--- src/design/cmbf_pkg.sv ---
package cmbf_pkg;

    localparam int MSG_BYTES   = 13;
    localparam int LOCAL_PRIORITY_W      = 8;
    localparam int NUM_TXB     = 3;
    localparam int ERR_CNT_W   = 9;
    localparam logic [ERR_CNT_W-1:0] WARN_LIMIT    = 9'h060;
    localparam logic [ERR_CNT_W-1:0] PASSIVE_LIMIT = 9'h07f;
    localparam logic [ERR_CNT_W-1:0] BUSOFF_LIMIT  = 9'h0ff;
    localparam logic [1:0] RST_FILTER_MODE = 2'h0;
    localparam logic [2:0] RST_TX_EMPTY    = 3'h7;
    localparam logic [1:0] MODE_SINGLE = 2'h0;
    localparam logic [1:0] MODE_DUAL   = 2'h1;
    localparam logic [1:0] MODE_QUAD   = 2'h2;

    // Message image as the link engine delivers and takes it
    typedef struct packed {
        logic [28:0] id;
        logic        ide;
        logic        rtr;
        logic        srr;
        logic [3:0]  dlc;
        logic [63:0] data;
    } cmbf_msg_t;

    // Error-type flags, one bit each
    typedef struct packed {
        logic overrun;
        logic bus_off;
        logic tx_passive;
        logic rx_passive;
        logic tx_warning;
        logic rx_warning;
    } cmbf_err_t;

endpackage : cmbf_pkg

--- src/design/cmbf_core.sv ---
`timescale 1ns/1ps
// Functional notes
// Both buffers full: drop frame, flag overrun
// Background capture ignores the filter result
// Overrun keeps transmit going, drops reception
// Own frames: no transfer, interrupt or ack
// Loop-back treats own frames as received
// Three transmit images with 8-bit priority
// Host loads buffer then clears empty flag
// Sent buffer sets empty flag, interrupts
// Lowest priority value wins each arbitration
// Abort if not on bus, acknowledge, empty
// Single filter: 29 ids plus RTR IDE SRR
// Dual filter: 11+RTR or top 14 bits
// Quad filter: first 8 standard id bits
// Mask bit set means identifier bit ignored
// Only a filter hit transfers and sets full
// Hit index reports lowest matching filter
// Receive interrupt right after end of frame
// Bus activity during sleep sets wakeup flag
// Warning flags at error count 96
// Passive above 127, bus-off above 255
// Write-one clears, ignored while condition holds
// Eleven gated sources onto four request lines
// Transfer only while full flag clear
// Host reads then clears full flag
// Transmit pin low dominant, high recessive
// Equal priorities pick lowest buffer index
module cmbf_core
    import cmbf_pkg::*;
#(
    parameter int NTX = 3
) (
    input  wire logic                        CLOCK,
    input  wire logic                        RST_N,
    input  wire logic [1:0]                  FILTER_MODE,
    input  wire logic [31:0]                 FILTER_PATTERN,
    input  wire logic [31:0]                 FILTER_MASK,
    input  wire logic                        LOOPBACK,
    input  wire logic                        RX_VALID,
    input  wire cmbf_pkg::cmbf_msg_t         RX_MSG,
    input  wire logic                        RX_OWN,
    output logic                             RX_ACK_EN,
    output cmbf_pkg::cmbf_msg_t              RX_HOST_BUFFER,
    output logic                             RX_FULL_FLAG,
    output logic [1:0]                       FILTER_HIT_INDEX,
    input  wire logic                        RX_FULL_CLEAR,
    input  wire logic [NTX-1:0]              TX_LOAD,
    input  wire cmbf_pkg::cmbf_msg_t         TX_LOAD_MSG,
    input  wire logic [7:0]                  TX_LOAD_LOCAL_PRIORITY,
    input  wire logic [NTX-1:0]              TX_SCHEDULE,
    input  wire logic [NTX-1:0]              ABORT_REQUEST,
    output logic [NTX-1:0]                   TX_EMPTY_FLAG,
    output logic [NTX-1:0]                   ABORT_ACKNOWLEDGE,
    input  wire logic                        ARB_START,
    input  wire logic                        TX_DONE,
    input  wire logic                        TX_ERROR,
    output logic                             TX_REQ_VALID,
    input  wire logic                        TX_REQ_READY,
    output cmbf_pkg::cmbf_msg_t              TX_REQ_MSG,
    input  wire logic                        TX_BIT,
    output logic                             BUS_TX_PIN,
    input  wire logic                        SLEEP_MODE,
    input  wire logic                        BUS_RX_PIN,
    input  wire logic [8:0]                  RX_ERR_CNT,
    input  wire logic [8:0]                  TX_ERR_CNT,
    input  wire logic [6:0]                  FLAG_CLEAR,
    input  wire logic [6:0]                  IRQ_EN,
    input  wire logic [NTX-1:0]              TX_EMPTY_IRQ_EN,
    input  wire logic                        RX_FULL_IRQ_EN,
    input  wire logic                        GLOBAL_IRQ_EN,
    output logic                             WAKEUP_FLAG,
    output cmbf_pkg::cmbf_err_t              ERR_FLAGS,
    output logic                             IRQ_WAKEUP,
    output logic                             IRQ_ERROR,
    output logic                             IRQ_RX,
    output logic                             IRQ_TX
);
    import cmbf_pkg::*;

    // Storage
    cmbf_msg_t      bg_reg, bg_next, fg_reg, fg_next;
    logic           bg_full_reg, bg_full_next, rxf_reg, rxf_next;
    logic [1:0]     hit_reg, hit_next, bg_hit_reg, bg_hit_next;
    cmbf_msg_t      txm_reg [NTX], txm_next [NTX];
    logic [7:0]     local_priority_reg [NTX], local_priority_next [NTX];
    logic [NTX-1:0] empty_reg, empty_next, abak_reg, abak_next;
    logic [1:0]     sel_reg, sel_next;
    logic           busy_reg, busy_next;
    logic           wak_reg, wak_next;
    cmbf_err_t      err_reg, err_next;
    logic           rx_s1_reg, rx_s2_reg, rx_s3_reg;

    // Acceptance filter: mask bit set means don't care
    function automatic logic fmatch(input logic [31:0] v, input logic [31:0] p,
                                    input logic [31:0] m, input logic [31:0] w);
        return (((v ^ p) & ~m) & w) == 32'h0;
    endfunction : fmatch

    logic [31:0] cmp_word;
    logic        hit;
    logic [1:0]  hit_idx;
    always_comb begin
        cmp_word = RX_MSG.ide ? {RX_MSG.id, RX_MSG.srr, RX_MSG.ide, RX_MSG.rtr}
                              : {RX_MSG.id[10:0], RX_MSG.rtr, RX_MSG.ide, 19'h0};
        hit      = 1'b0;
        hit_idx  = 2'h0;
        case (FILTER_MODE)
            MODE_SINGLE: hit = RX_MSG.ide && fmatch(cmp_word, FILTER_PATTERN, FILTER_MASK,
                                                    32'hffff_ffff);
            MODE_DUAL: begin
                // Standard: 11 id + RTR + IDE; extended: 14 top id bits; lower filter wins
                for (int f = 0; f <= 1; f++) begin
                    if (fmatch({cmp_word[31:16], 16'h0}, {FILTER_PATTERN[16*f +: 16], 16'h0},
                               {FILTER_MASK[16*f +: 16], 16'h0},
                               RX_MSG.ide ? 32'hfffc_0000 : 32'hfff8_0000)) begin
                        hit     = 1'b1;
                        hit_idx = 2'(1 - f);
                    end
                end
            end
            MODE_QUAD: begin
                for (int f = 0; f <= 3; f++) begin
                    if (!RX_MSG.ide && fmatch({cmp_word[31:24], 24'h0},
                            {FILTER_PATTERN[8*f +: 8], 24'h0}, {FILTER_MASK[8*f +: 8], 24'h0},
                            32'hff00_0000)) begin
                        hit     = 1'b1;
                        hit_idx = 2'(3 - f);
                    end
                end
            end
            default: hit = 1'b0;
        endcase
    end

    // Receive path
    logic own_drop, treat_rx;
    assign own_drop  = RX_OWN && !LOOPBACK;
    assign treat_rx  = RX_VALID && !own_drop;
    assign RX_ACK_EN = !own_drop;

    always_comb begin
        bg_next      = bg_reg;
        bg_full_next = bg_full_reg;
        fg_next      = fg_reg;
        rxf_next     = rxf_reg && !RX_FULL_CLEAR;
        hit_next     = hit_reg;
        bg_hit_next  = bg_hit_reg;
        err_next     = err_reg;
        if (bg_full_reg && !rxf_reg) begin
            fg_next      = bg_reg;
            rxf_next     = 1'b1;
            hit_next     = bg_hit_reg;
            bg_full_next = 1'b0;
        end
        if (RX_VALID && bg_full_reg && rxf_reg) begin
            err_next.overrun = err_reg.overrun || treat_rx;
        end else if (RX_VALID) begin
            bg_next      = RX_MSG;
            bg_hit_next  = hit_idx;
            bg_full_next = treat_rx && hit;
        end
        // Straight to an idle host buffer only when nothing is queued ahead of it
        if (RX_VALID && treat_rx && hit && !rxf_reg && !bg_full_reg) begin
            fg_next      = RX_MSG;
            rxf_next     = 1'b1;
            hit_next     = hit_idx;
            bg_full_next = 1'b0;
        end
        // Set wins over clear; clear ignored while condition holds
        if (FLAG_CLEAR[0]) err_next.rx_warning = 1'b0;
        if (FLAG_CLEAR[1]) err_next.tx_warning = 1'b0;
        if (FLAG_CLEAR[2]) err_next.rx_passive = 1'b0;
        if (FLAG_CLEAR[3]) err_next.tx_passive = 1'b0;
        if (FLAG_CLEAR[4]) err_next.bus_off    = 1'b0;
        if (FLAG_CLEAR[5] && !(RX_VALID && bg_full_reg && rxf_reg && treat_rx))
            err_next.overrun = 1'b0;
        if (RX_ERR_CNT >= WARN_LIMIT)    err_next.rx_warning = 1'b1;
        if (TX_ERR_CNT >= WARN_LIMIT)    err_next.tx_warning = 1'b1;
        if (RX_ERR_CNT >  PASSIVE_LIMIT) err_next.rx_passive = 1'b1;
        if (TX_ERR_CNT >  PASSIVE_LIMIT) err_next.tx_passive = 1'b1;
        if (TX_ERR_CNT >  BUSOFF_LIMIT)  err_next.bus_off    = 1'b1;
        wak_next = (wak_reg && !FLAG_CLEAR[6]) || (SLEEP_MODE && (rx_s3_reg != rx_s2_reg));
    end

    // Transmit scheduling
    logic [1:0] best;
    logic       any_sched;
    always_comb begin
        best      = 2'h0;
        any_sched = 1'b0;
        for (int b = 0; b < NTX; b++) begin
            if (!empty_reg[b] && (!any_sched || local_priority_reg[b] < local_priority_reg[best])) begin
                best      = 2'(b);
                any_sched = 1'b1;
            end
        end
    end

    // Single request register: busy_reg holds the request until the engine reports done or error
    assign TX_REQ_VALID = busy_reg;
    assign TX_REQ_MSG   = txm_reg[sel_reg];

    always_comb begin
        for (int b = 0; b < NTX; b++) begin
            txm_next[b]  = TX_LOAD[b] && empty_reg[b] ? TX_LOAD_MSG : txm_reg[b];
            local_priority_next[b] = TX_LOAD[b] && empty_reg[b] ? TX_LOAD_LOCAL_PRIORITY : local_priority_reg[b];
        end
        empty_next = empty_reg & ~TX_SCHEDULE;
        abak_next  = abak_reg & ~TX_SCHEDULE;
        sel_next   = sel_reg;
        busy_next  = busy_reg;
        if (ARB_START && any_sched && !busy_reg) begin
            sel_next  = best;
            busy_next = 1'b1;
        end
        if (busy_reg && (TX_DONE || TX_ERROR)) begin
            busy_next = 1'b0; // Error retries reschedule at next arbitration
            if (TX_DONE) begin
                empty_next[sel_reg] = 1'b1;
                abak_next[sel_reg]  = 1'b0;
            end
        end
        for (int b = 0; b < NTX; b++) begin
            if (ABORT_REQUEST[b] && !empty_reg[b] && !(busy_reg && sel_reg == 2'(b))) begin
                empty_next[b] = 1'b1;
                abak_next[b]  = 1'b1;
            end
        end
    end

    assign BUS_TX_PIN = busy_reg && TX_REQ_READY ? TX_BIT : 1'b1;

    always_ff @(posedge CLOCK) begin
        rx_s1_reg <= BUS_RX_PIN;
        rx_s2_reg <= rx_s1_reg;
        rx_s3_reg <= rx_s2_reg;
        if (!RST_N) begin
            bg_full_reg <= 1'b0;
            rxf_reg     <= 1'b0;
            hit_reg     <= 2'h0;
            bg_hit_reg  <= 2'h0;
            empty_reg   <= RST_TX_EMPTY[NTX-1:0];
            abak_reg    <= '0;
            sel_reg     <= 2'h0;
            busy_reg    <= 1'b0;
            wak_reg     <= 1'b0;
            err_reg     <= '0;
            bg_reg      <= '0;
            fg_reg      <= '0;
            for (int b = 0; b < NTX; b++) begin
                txm_reg[b]  <= '0;
                local_priority_reg[b] <= 8'h0;
            end
        end else begin
            bg_full_reg <= bg_full_next;
            rxf_reg     <= rxf_next;
            hit_reg     <= hit_next;
            bg_hit_reg  <= bg_hit_next;
            empty_reg   <= empty_next;
            abak_reg    <= abak_next;
            sel_reg     <= sel_next;
            busy_reg    <= busy_next;
            wak_reg     <= wak_next;
            err_reg     <= err_next;
            bg_reg      <= bg_next;
            fg_reg      <= fg_next;
            for (int b = 0; b < NTX; b++) begin
                txm_reg[b]  <= txm_next[b];
                local_priority_reg[b] <= local_priority_next[b];
            end
        end
    end

    assign RX_HOST_BUFFER    = fg_reg;
    assign RX_FULL_FLAG      = rxf_reg;
    assign FILTER_HIT_INDEX  = hit_reg;
    assign TX_EMPTY_FLAG     = empty_reg;
    assign ABORT_ACKNOWLEDGE = abak_reg;
    assign WAKEUP_FLAG       = wak_reg;
    assign ERR_FLAGS         = err_reg;

    // Interrupt lines, all behind the global mask
    assign IRQ_WAKEUP = GLOBAL_IRQ_EN && wak_reg && IRQ_EN[6];
    assign IRQ_ERROR  = GLOBAL_IRQ_EN && |(err_reg & IRQ_EN[5:0]);
    assign IRQ_RX     = GLOBAL_IRQ_EN && rxf_reg && RX_FULL_IRQ_EN;
    assign IRQ_TX     = GLOBAL_IRQ_EN && |(empty_reg & TX_EMPTY_IRQ_EN);

    property p_overrun;
        @(posedge CLOCK) disable iff (!RST_N)
        (RX_VALID && treat_rx && bg_full_reg && rxf_reg) |=> ERR_FLAGS.overrun;
    endproperty
    a_overrun: assert property (p_overrun) else $error("overrun not flagged");

    property p_warn;
        @(posedge CLOCK) disable iff (!RST_N)
        (TX_ERR_CNT >= WARN_LIMIT) |=> ERR_FLAGS.tx_warning;
    endproperty
    a_warn: assert property (p_warn) else $error("tx warning missing");

    property p_busoff;
        @(posedge CLOCK) disable iff (!RST_N)
        (TX_ERR_CNT > BUSOFF_LIMIT) |=> ERR_FLAGS.bus_off;
    endproperty
    a_busoff: assert property (p_busoff) else $error("bus-off missing");

    property p_own;
        @(posedge CLOCK) disable iff (!RST_N)
        (RX_VALID && RX_OWN && !LOOPBACK && !rxf_reg && !bg_full_reg) |=> !rxf_reg;
    endproperty
    a_own: assert property (p_own) else $error("own frame reached host");

    property p_accept;
        @(posedge CLOCK) disable iff (!RST_N)
        (RX_VALID && treat_rx && hit && !rxf_reg && !bg_full_reg) |=>
            (rxf_reg && hit_reg == $past(hit_idx));
    endproperty
    a_accept: assert property (p_accept) else $error("accepted frame lost");

    property p_keep;
        @(posedge CLOCK) disable iff (!RST_N)
        (rxf_reg && !RX_FULL_CLEAR) |=> (rxf_reg && $stable(fg_reg));
    endproperty
    a_keep: assert property (p_keep) else $error("host buffer overwritten");

    property p_done;
        @(posedge CLOCK) disable iff (!RST_N)
        (busy_reg && TX_DONE) |=> empty_reg[$past(sel_reg)];
    endproperty
    a_done: assert property (p_done) else $error("sent buffer not empty");

    property p_pin;
        @(posedge CLOCK) disable iff (!RST_N)
        !busy_reg |-> BUS_TX_PIN;
    endproperty
    a_pin: assert property (p_pin) else $error("pin dominant while idle");

endmodule : cmbf_core

--- config.mk ---
export PLATFORM = sky130hd
export DESIGN_NAME = cmbf_core
export DESIGN_NICKNAME = d
export VERILOG_FILES = /design/src/design/cmbf_pkg.sv /design/src/design/cmbf_core.sv
export SDC_FILE = /design/constraint.sdc
export NUM_CORES = 1
export LEC_CHECK = 0
export ABC_AREA = 1
export ABC_CLOCK_PERIOD_IN_PS = 5300
export BUFFER_PORTS_ARGS = -buffer_cell sky130_fd_sc_hd__buf_2
export CORE_MARGIN = 1
export CORE_UTILIZATION = 35
export CTS_BUF_LIST = sky130_fd_sc_hd__clkbuf_4 sky130_fd_sc_hd__clkbuf_8
export DETAILED_ROUTE_END_ITERATION = 10
export GPL_ROUTABILITY_DRIVEN = 0
export REMOVE_ABC_BUFFERS = 1
export SLEW_MARGIN = 20
export SYNTH_ARGS = -nofsm -noshare
export SYNTH_HDL_FRONTEND = slang
export SYNTH_SLANG_ARGS = --single-unit
--- constraint.sdc ---
create_clock -name CLOCK -period 5.3 [get_ports CLOCK]
set_input_delay 0.53 -clock CLOCK [delete_from_list [all_inputs] [get_ports CLOCK]]
set_output_delay 0.53 -clock CLOCK [all_outputs]
set_load 0.01 [all_outputs]
After elaboration in Yosys (flattened, before gate mapping)

Memory sizes are Yosys's and may differ from the RTL's. A register that Yosys moved wholly into a read port is not among the register bits.
Cells that the tools add are included.

Bits in registers: 225
Logic and storage cells: 249
Memory bits (writable): 324
Memories kept: 2
Input port bits: 333

Reduce and logical (&&, ||, !) cells: 93
$lt $le $gt $ge: 9
Bitwise logic cells: 39
Equal/unequal tests: 8
Muxes and demuxes: 66

Memory list:

| memory             | depth | width | read ports | clocked after memory_dff | wr ports | RTL line        | text |
|---|---|---|---|---|---|---|---|
| txm_reg            | 3     | 100   | 1          | 1                        | 3        | cmbf_core.sv:85 | `cmbf_msg_t txm_reg [NTX], txm_next [NTX];` |
| local_priority_reg | 3     | 8     | 4          | 0                        | 3        | cmbf_core.sv:86 | `logic [7:0] local_priority_reg [NTX], local_priority_next [NTX];` |

Operators with widths:

| kind                                                                  | number |
|---|---|
| 100-bit two-way mux                                                   | 8 |
| 32-bit bitwise AND                                                    | 9 |
| 32-bit logical NOT                                                    | 7 |
| 32-bit inverter                                                       | 7 |
| 32-bit XOR                                                            | 7 |
| 8-bit two-way mux                                                     | 6 |
| 1-bit logical AND                                                     | 45 |
| 1-bit two-way mux                                                     | 33 |
| 32-bit two-way mux                                                    | 1 |
| 2-bit two-way mux                                                     | 10 |
| 19-bit two-way mux                                                    | 1 |
| 9-bit by 7-bit >= comparator with 1-bit output, second input constant | 2 |
| 9-bit by 7-bit > comparator with 1-bit output, second input constant  | 2 |
| 1-bit logical NOT                                                     | 16 |
| 8-bit < comparator                                                    | 2 |
| 3-bit bitwise AND                                                     | 4 |
| 3-bit two-way mux                                                     | 4 |
| 2-bit nonzero test                                                    | 6 |
| 2-bit OR reduction                                                    | 6 |
| 9-bit by 8-bit > comparator with 1-bit output, second input constant  | 1 |
| 2-bit AND reduction                                                   | 4 |
| 6-bit bitwise AND                                                     | 1 |
| 3-bit inverter                                                        | 2 |
| 1-bit OR                                                              | 6 |
| other kinds (15)                                                      | 25 |

Longest topological paths before layout

Gate-level depths: netlist of run 1.

Depth in word-level cells: 14
Mapped depth: 23

Worst setup path before layout of run 1

Ideal clock, no wire load.

Path type: input to register
Start point: in RST_N
End point: mem txm_reg[0][0] (netlist name) (enable)
Path slack: 1.577 ns
Cell stages on the path: 3
Arrival time: 2.759 ns
Buffers on the path: 2
Cell sequence: clkbuf_1 > clkbuf_1 > nand2_1

RTL lines:

| item        | RTL line        | text |
|---|---|---|
| from (decl) | cmbf_core.sv:35 | `input wire logic RST_N,` |
| to (decl)   | cmbf_core.sv:85 |  |

==> impl_metrics.env, run 1 <==
export IMPL_status="completed"
export IMPL_period_minus_slack_ns=3.41
export IMPL_final_hold_viol_count=0
export IMPL_top_usage_layer="met2"
export IMPL_grt_use_met1_pct=24.6
export IMPL_hp_class="in -> reg"
export IMPL_die_area_um2=68800
export IMPL_synth_cells=2710
export IMPL_via_per_inst=4.80
export IMPL_worst_ir_drop_vdd_mv=0.204
export IMPL_multi_input_area_um2=7590
export IMPL_io_buffers=545
export IMPL_yosysWarningCount=0
export IMPL_p_seq_share_pct=48.2
export IMPL_antenna_found_initial=24
export IMPL_routed_wl_mm=70.2
export IMPL_cts_setup_buffers=0
export IMPL_seqCellArea_um2=14000
export IMPL_core_um2=67200
export IMPL_detail_route_wl_per_cell_um=16.8
export IMPL_placementRows=95
export IMPL_path_clk_slew_ns=0.06
export IMPL_drc=0
export IMPL_worst_clock_skew_ns=0.0555
export IMPL_switching_share_pct=26.6
export IMPL_initial_core_util_pct=35.3
export IMPL_drt_pass1_iter_count=6
export IMPL_drive_gt1_share_pct=23.3
export IMPL_fill_cells=6672
export IMPL_yosysMostFrequentCell="nand2_1"
export IMPL_grt_pass1_wl_mm=109
export IMPL_synth_distinct_cells=39
export IMPL_cp_end_kind="output pin"
export IMPL_power_density_nw_per_um2=356
export IMPL_crit_fanout=47
export IMPL_period_share_pct=64.3
export IMPL_p_leak_nw=14.6
export IMPL_grt_ovfl_total=0
export IMPL_arrival_ns=2.88
export IMPL_synth_edf_count=300
export IMPL_drt_iter0_markers=1441
export IMPL_ant_nets=0
export IMPL_fmax_mhz=294
export IMPL_ys_top_cells_by_count="nand2_1, inv_1, o21ai_0"
export IMPL_cts_sinks=551
export IMPL_die_h_um=262
export IMPL_worst_pin_slew_ns=0.933
export IMPL_cts_buffer_depth=3
export IMPL_switching_power_mw=2.77
export IMPL_critPathKind="reg -> out"
export IMPL_fin_nets=3576
export IMPL_htree_levels=3
export IMPL_ys_top_cells_by_area="edfxtp_1, dfxtp_1, o21ai_0"
export IMPL_dieWidth_um=262
export IMPL_synth_avg_cell_area_um2=8.75
export IMPL_clk_latency_ns=0.70
export IMPL_maxCapViolCount=0
export IMPL_cp_start_kind="flip-flop"
export IMPL_grt_total_usage_pct=20.0
export IMPL_tns_ns=0
export IMPL_dp_hpwl_mm=45.7
export IMPL_synth_top_area_share_pct=38.0
export IMPL_grt_max_degree=129
export IMPL_yosys_area_top_type="edfxtp_1"
export IMPL_seq_area_frac_synth_pct=59.2
export IMPL_cts_tree="yes"
export IMPL_cts_root_buf="clkbuf_8"
export IMPL_area_growth_pct=23.3
export IMPL_netlist_area_um2=23700
export IMPL_cts_buffers=95
export IMPL_synthArstFlopShare_pct=0
export IMPL_slew_violations=0
export IMPL_comb_power_share_pct=13.2
export IMPL_report_final_setup_viol=0
export IMPL_ys_flop_type="edfxtp_1"
export IMPL_maxSlewHeadroom_pct=37.8
export IMPL_met2_usage_pct=32.8
export IMPL_pwr_share_clk_pct=38.6
export IMPL_largest_reg_flops=300
export IMPL_cp_data_required_time_ns=4.77
export IMPL_ys_seq_elements=551
export IMPL_io_pins=556
export IMPL_grt_pass1_vias=19200
export IMPL_rsz0062_at_grt="false"
export IMPL_vias=20100
export IMPL_p_total_mw=10.4
export IMPL_p_int_mw=7.63
export IMPL_use_met3_pct=6.52
[kinds of logic after synthesis]
logic type	Yosys count	share of synthesized area (%)
AO/OA/AOI/OAI	786	17.0
XOR/XNOR	6	0.222
adder cells (fa/ha/maj)	18	0.950
buffers and inverters	541	9.00
flip-flops	551	59.2
AND/OR/NAND/NOR	808	13.7
[placed cells by master (no fill, tap or decap), types with 3 or more instances in the layout]
master	n
buf_2	544
nand2_1	421
inv_1	380
o21ai_0	324
a21oi_1	315
edfxtp_1	300
nor2_1	279
dfxtp_1	249
o21ai_1	114
clkbuf_8	107
nand3_1	65
clkbuf_4	41
ha_1	18
buf_4	18
o21ai_2	11
nand3b_1	11
o22ai_1	10
clkinv_1	10
clkinv_2	9
diode_2	8
nand4_1	7
xor2_1	6
nor3_1	6
buf_12	6
nand2_4	5
inv_2	4
dlygate4sd3_1	4
o21a_1	3
or2_0	3
o2111ai_1	3
clkinv_8	3
[power groups by stage]
| stage | Combinational (mW) | Sequential, mW | Clock (mW) |
|---|---|---|---|
| 6_report | 1.37 | 5.02 | 4.01 |
| 5_1_grt | 1.53 | 5.05 | 4.32 |
| 4_1_cts | 1.39 | 5.02 | 4.14 |
| 3_5_place_dp | 1.38 | 5.10 | 0 |
| 3_3_place_gp | 1.37 | 5.09 | 0 |
| 2_1_floorplan | 0.732 | 5.11 | 0 |
[area by class of cell]
type / count / area share (%)
Sequential cell: 551 / 48.0
Multi-Input combinational cell: 1618 / 26.0
Timing Repair Buffer: 573 / 10.4
Clock buffer: 148 / 6.09
Inverter: 386 / 4.97
Tap cell: 873 / 3.74
Clock inverter: 26 / 0.792
Antenna cell: 8 / 0.0685
[critical path, cell delays in order (launching register included)]
cell,delay [ns]
dfxtp_4,0.51
inv_2,0.50
buf_4,0.61
nand2_1,0.12
a21oi_1,0.23
buf_2,0.16
[per-stage QoR]
step                std cells  hold WS [ns]  utilization (%)  worst slack (ns)  cell area [um^2]
floorplan                2555         0.310                -              1.40             23000
global placement         3997         0.310             40.4              1.20             27200
detailed placement       3997         0.318             40.4              1.22             27200
CTS                      4175      0.000824             43.5              1.78             29200
global route             4180        0.0270             43.5              1.57             29200
finish                   4183        0.0862             43.5              1.89             29200
[per-layer routing]
metal / vias to the layer above / part of all wire, %
met2: 676 / 47
met5: - / 0.17
li1: 9985 / -
met1: 9247 / 42
met3: 151 / 8.4
met4: 18 / 2.9
[worst paths after layout]
check | start | to | slack (ns) | cells after the start
min | RX_MSG[25] | bg_reg[25]$_SDFFE_PN0P_ | 0.09 | 3
max reg2reg | local_priority_reg[0][5]$_SDFFE_PN0P_ | sel_reg[0]$_SDFFE_PN0P_ | 2.46 | 17
min reg2reg | rx_s1_reg$_DFF_P_ | rx_s2_reg$_DFF_P_ | 0.33 | 0
max | flip-flop | TX_REQ_MSG[10] | 1.89 | 5
[timing repair]
item / CTS / global route
gates resized for setup: 0 / 0
hold buffers: 4 / 0
endpoints found under the hold margin: 4 / 0
Power figures use the tool's default switching activity.
==> run 2, diff against run 1 <==
--- a/config.mk
+++ b/config.mk
@@ -5,8 +5,8 @@
 export SDC_FILE = /design/constraint.sdc
 export NUM_CORES = 1
 export LEC_CHECK = 0
-export ABC_AREA = 1
-export ABC_CLOCK_PERIOD_IN_PS = 5300
+export ABC_AREA = 0
+export ABC_CLOCK_PERIOD_IN_PS = 3000
 export BUFFER_PORTS_ARGS = -buffer_cell sky130_fd_sc_hd__buf_2
 export CORE_MARGIN = 1
 export CORE_UTILIZATION = 35
==> constraint.sdc (replaced) <==
create_clock -name CLOCK -period 3 [get_ports CLOCK]
set_input_delay 0.3 -clock CLOCK [delete_from_list [all_inputs] [get_ports CLOCK]]
set_output_delay 0.3 -clock CLOCK [all_outputs]
set_load 0.01 [all_outputs]
==> impl_metrics.env, run 2 <==
export IMPL_dp_hpwl_mm=49.0
export IMPL_cts_buffer_depth=3
export IMPL_core_um2=66200
export IMPL_setup_ws_ns=-0.133
export IMPL_layout_common_cells="buf_2, nand2_1, edfxtp_1"
export IMPL_grt_total_usage_pct=20.1
export IMPL_rsz0062_at_grt="true"
export IMPL_period_minus_slack_ns=3.13
export IMPL_ys_flop_type="edfxtp_1"
export IMPL_hp_class="in -> reg"
export IMPL_use_met3_pct=6.48
export IMPL_fin_nets=3320
export IMPL_placementRows=94
export IMPL_cpPeakStageDelay_ns=0.33
export IMPL_period_share_pct=104
export IMPL_maxCapViolCount=0
export IMPL_grt_ovfl_total=0
export IMPL_mostFrequentLayoutCell="buf_2"
export IMPL_die_h_um=261
export IMPL_grt_pass1_wl_mm=107
export IMPL_tns_ns=-0.342
export IMPL_synth_cells=2112
export IMPL_slew_violations=0
export IMPL_crit_chain="inv_2, ha_4, a21o_1, a21o_1, a21oi_2, o211ai_1, and2_4, nor2_4, buf_6, mux2i_4, ha_4, and4_4, a2111oi_4, nand2_1, o21a_1, a41o_1"
export IMPL_fmax_mhz=319
export IMPL_synth_edf_count=300
export IMPL_pre_cts_slack_ns=-0.779
export IMPL_seq_area_frac_synth_pct=59.5
export IMPL_htree_levels=3
export IMPL_initial_core_util_pct=35.6
export IMPL_via_per_inst=4.86
export IMPL_area_growth_pct=37.6
export IMPL_worst_clock_skew_ns=0.0368
export IMPL_synth_avg_cell_area_um2=11.2
export IMPL_largest_reg_flops=300
export IMPL_worst_pin_slew_ns=0.843
export IMPL_grt_pass1_vias=19300
export IMPL_utilization_pct=49.0
export IMPL_final_hold_viol_count=0
export IMPL_dieWidth_um=261
export IMPL_cts_sinks=551
export IMPL_ant_nets=0
export IMPL_report_final_setup_viol=4
export IMPL_critPathKind="reg -> reg"
export IMPL_antenna_found_initial=24
export IMPL_ys_top_cells_by_area="edfxtp_1, dfxtp_1, mux2i_1"
export IMPL_netlist_area_um2=23600
export IMPL_io_pins=556
export IMPL_drt_iter0_markers=1027
export IMPL_cp_start_kind="flip-flop"
export IMPL_io_buffers=545
export IMPL_worst_ir_drop_vdd_mv=0.343
export IMPL_cp_data_required_time_ns=3.58
export IMPL_synth_distinct_cells=58
export IMPL_grt_use_met1_pct=23.3
export IMPL_slowest_stage="dfxtp_2"
export IMPL_crit_fanout=4
export IMPL_p_total_mw=18.2
export IMPL_met2_usage_pct=34.4
export IMPL_violations="negative setup slack"
export IMPL_vias=19000
export IMPL_hold_depth=2
export IMPL_ys_seq_elements=551
export IMPL_yosys_area_top_type="edfxtp_1"
export IMPL_synthArstFlopShare_pct=0
export IMPL_status="complete, but fails checks"
export IMPL_reg2reg_depth=16
export IMPL_whs_ns=0.0334
export IMPL_maxSlewHeadroom_pct=43.8
export IMPL_drive_gt1_share_pct=28.2
export IMPL_cts_tree="yes"
export IMPL_power_density_nw_per_um2=562
export IMPL_top_usage_layer="met2"
export IMPL_cts_root_buf="clkbuf_8"
export IMPL_cts_buffers=94
export IMPL_clk_latency_ns=0.69
export IMPL_die_area_um2=68400
export IMPL_drt_pass1_iter_count=5
export IMPL_arrival_ns=3.71
export IMPL_routed_wl_mm=71.1
export IMPL_ys_top_cells_by_count="nand2_1, edfxtp_1, dfxtp_1"
export IMPL_drc=0
export IMPL_p_leak_nw=14.0
export IMPL_path_clk_slew_ns=0.06
export IMPL_synth_top_area_share_pct=38.2
export IMPL_regToRegSetupSlack_ns=-0.13
export IMPL_yosysMostFrequentCell="nand2_1"
export IMPL_grt_max_degree=132
export IMPL_cp_end_kind="flip-flop"
export IMPL_yosysWarningCount=0
export IMPL_detail_route_wl_per_cell_um=18.2
run 2: power by group:
group | switching, mW | internal (mW) | total, mW
clock network | 3.11 | 3.76 | 6.88
registers | 0.222 | 8.56 | 8.79
logic | 1.38 | 1.17 | 2.55
run 2: timing repair:
| item | in CTS | in global routing |
|---|---|---|
| hold endpoints to repair | 531 | 0 |
| pin swaps | 12 | 7 |
| hold buffers | 232 | 0 |
| resized for setup | 11 | 14 |
| setup buffers | 2 | 2 |
| setup endpoints to repair | 4 | 103 |
| cloned | 0 | 0 |
run 2: path summary, 6_finish.rpt:
path | startpoint | end
worst min register to register | rx_s1_reg$_DFF_P_ | rx_s2_reg$_DFF_P_
worst min-delay path | TX_LOAD_MSG[20] | txm_reg[2][20]$_DFFE_PP_
worst max-delay path | local_priority_reg[0][5]$_SDFFE_PN0P_ | flip-flop
worst max register to register | local_priority_reg[0][5]$_SDFFE_PN0P_ | flip-flop
run 2: through the flow:
stage	instances	area, um^2
floorplan	1975	22900
global placement	3501	28000
detailed placement	3501	28000
CTS	3902	32300
global route	3912	32400
finish	3917	32400
run 2: critical path, delay by kind of cell, from the launching register on:
kind	cells	cell delay [ns]
compound gates	7	1.29
fa+ha+maj	2	0.44
buf+inv	2	0.18
flops	1	0.33
mux	1	0.25
simple gates	4	0.56
run 2: logic make-up (layout without fill, tap and decap cells):
family	Yosys count	count (layout)	synth area share (%)
AOI/OAI and AO/OA	521	521	13.4
xor gates and xnor gates	38	38	1.41
adders and majority gates	19	19	0.998
buffers and inverters	162	1090	3.32
DFF	551	551	59.5
muxes	234	234	9.99
other	0	13	0
and+or+nand+nor	587	587	11.3
run 2: area by class of cell:
type	instances	area (um^2)
antenna	13	32.5
clock buffer	129	1610
clock inverter	38	295
fill	6023	33800
inverter	25	93.8
multi-input combinational	1399	8900
sequential	551	14000
tap	864	1080
timing repair buffer	898	6370
run 2: per-layer routing:
layer  vias to the layer above  share of wire, %  wire length [um]
met5                         -              0.14               100
met1                      9040                41             29200
met3                       136               8.3              5900
met2                       607                48             34000
li1                       9225                 -                 -
met4                        16               2.7              1930
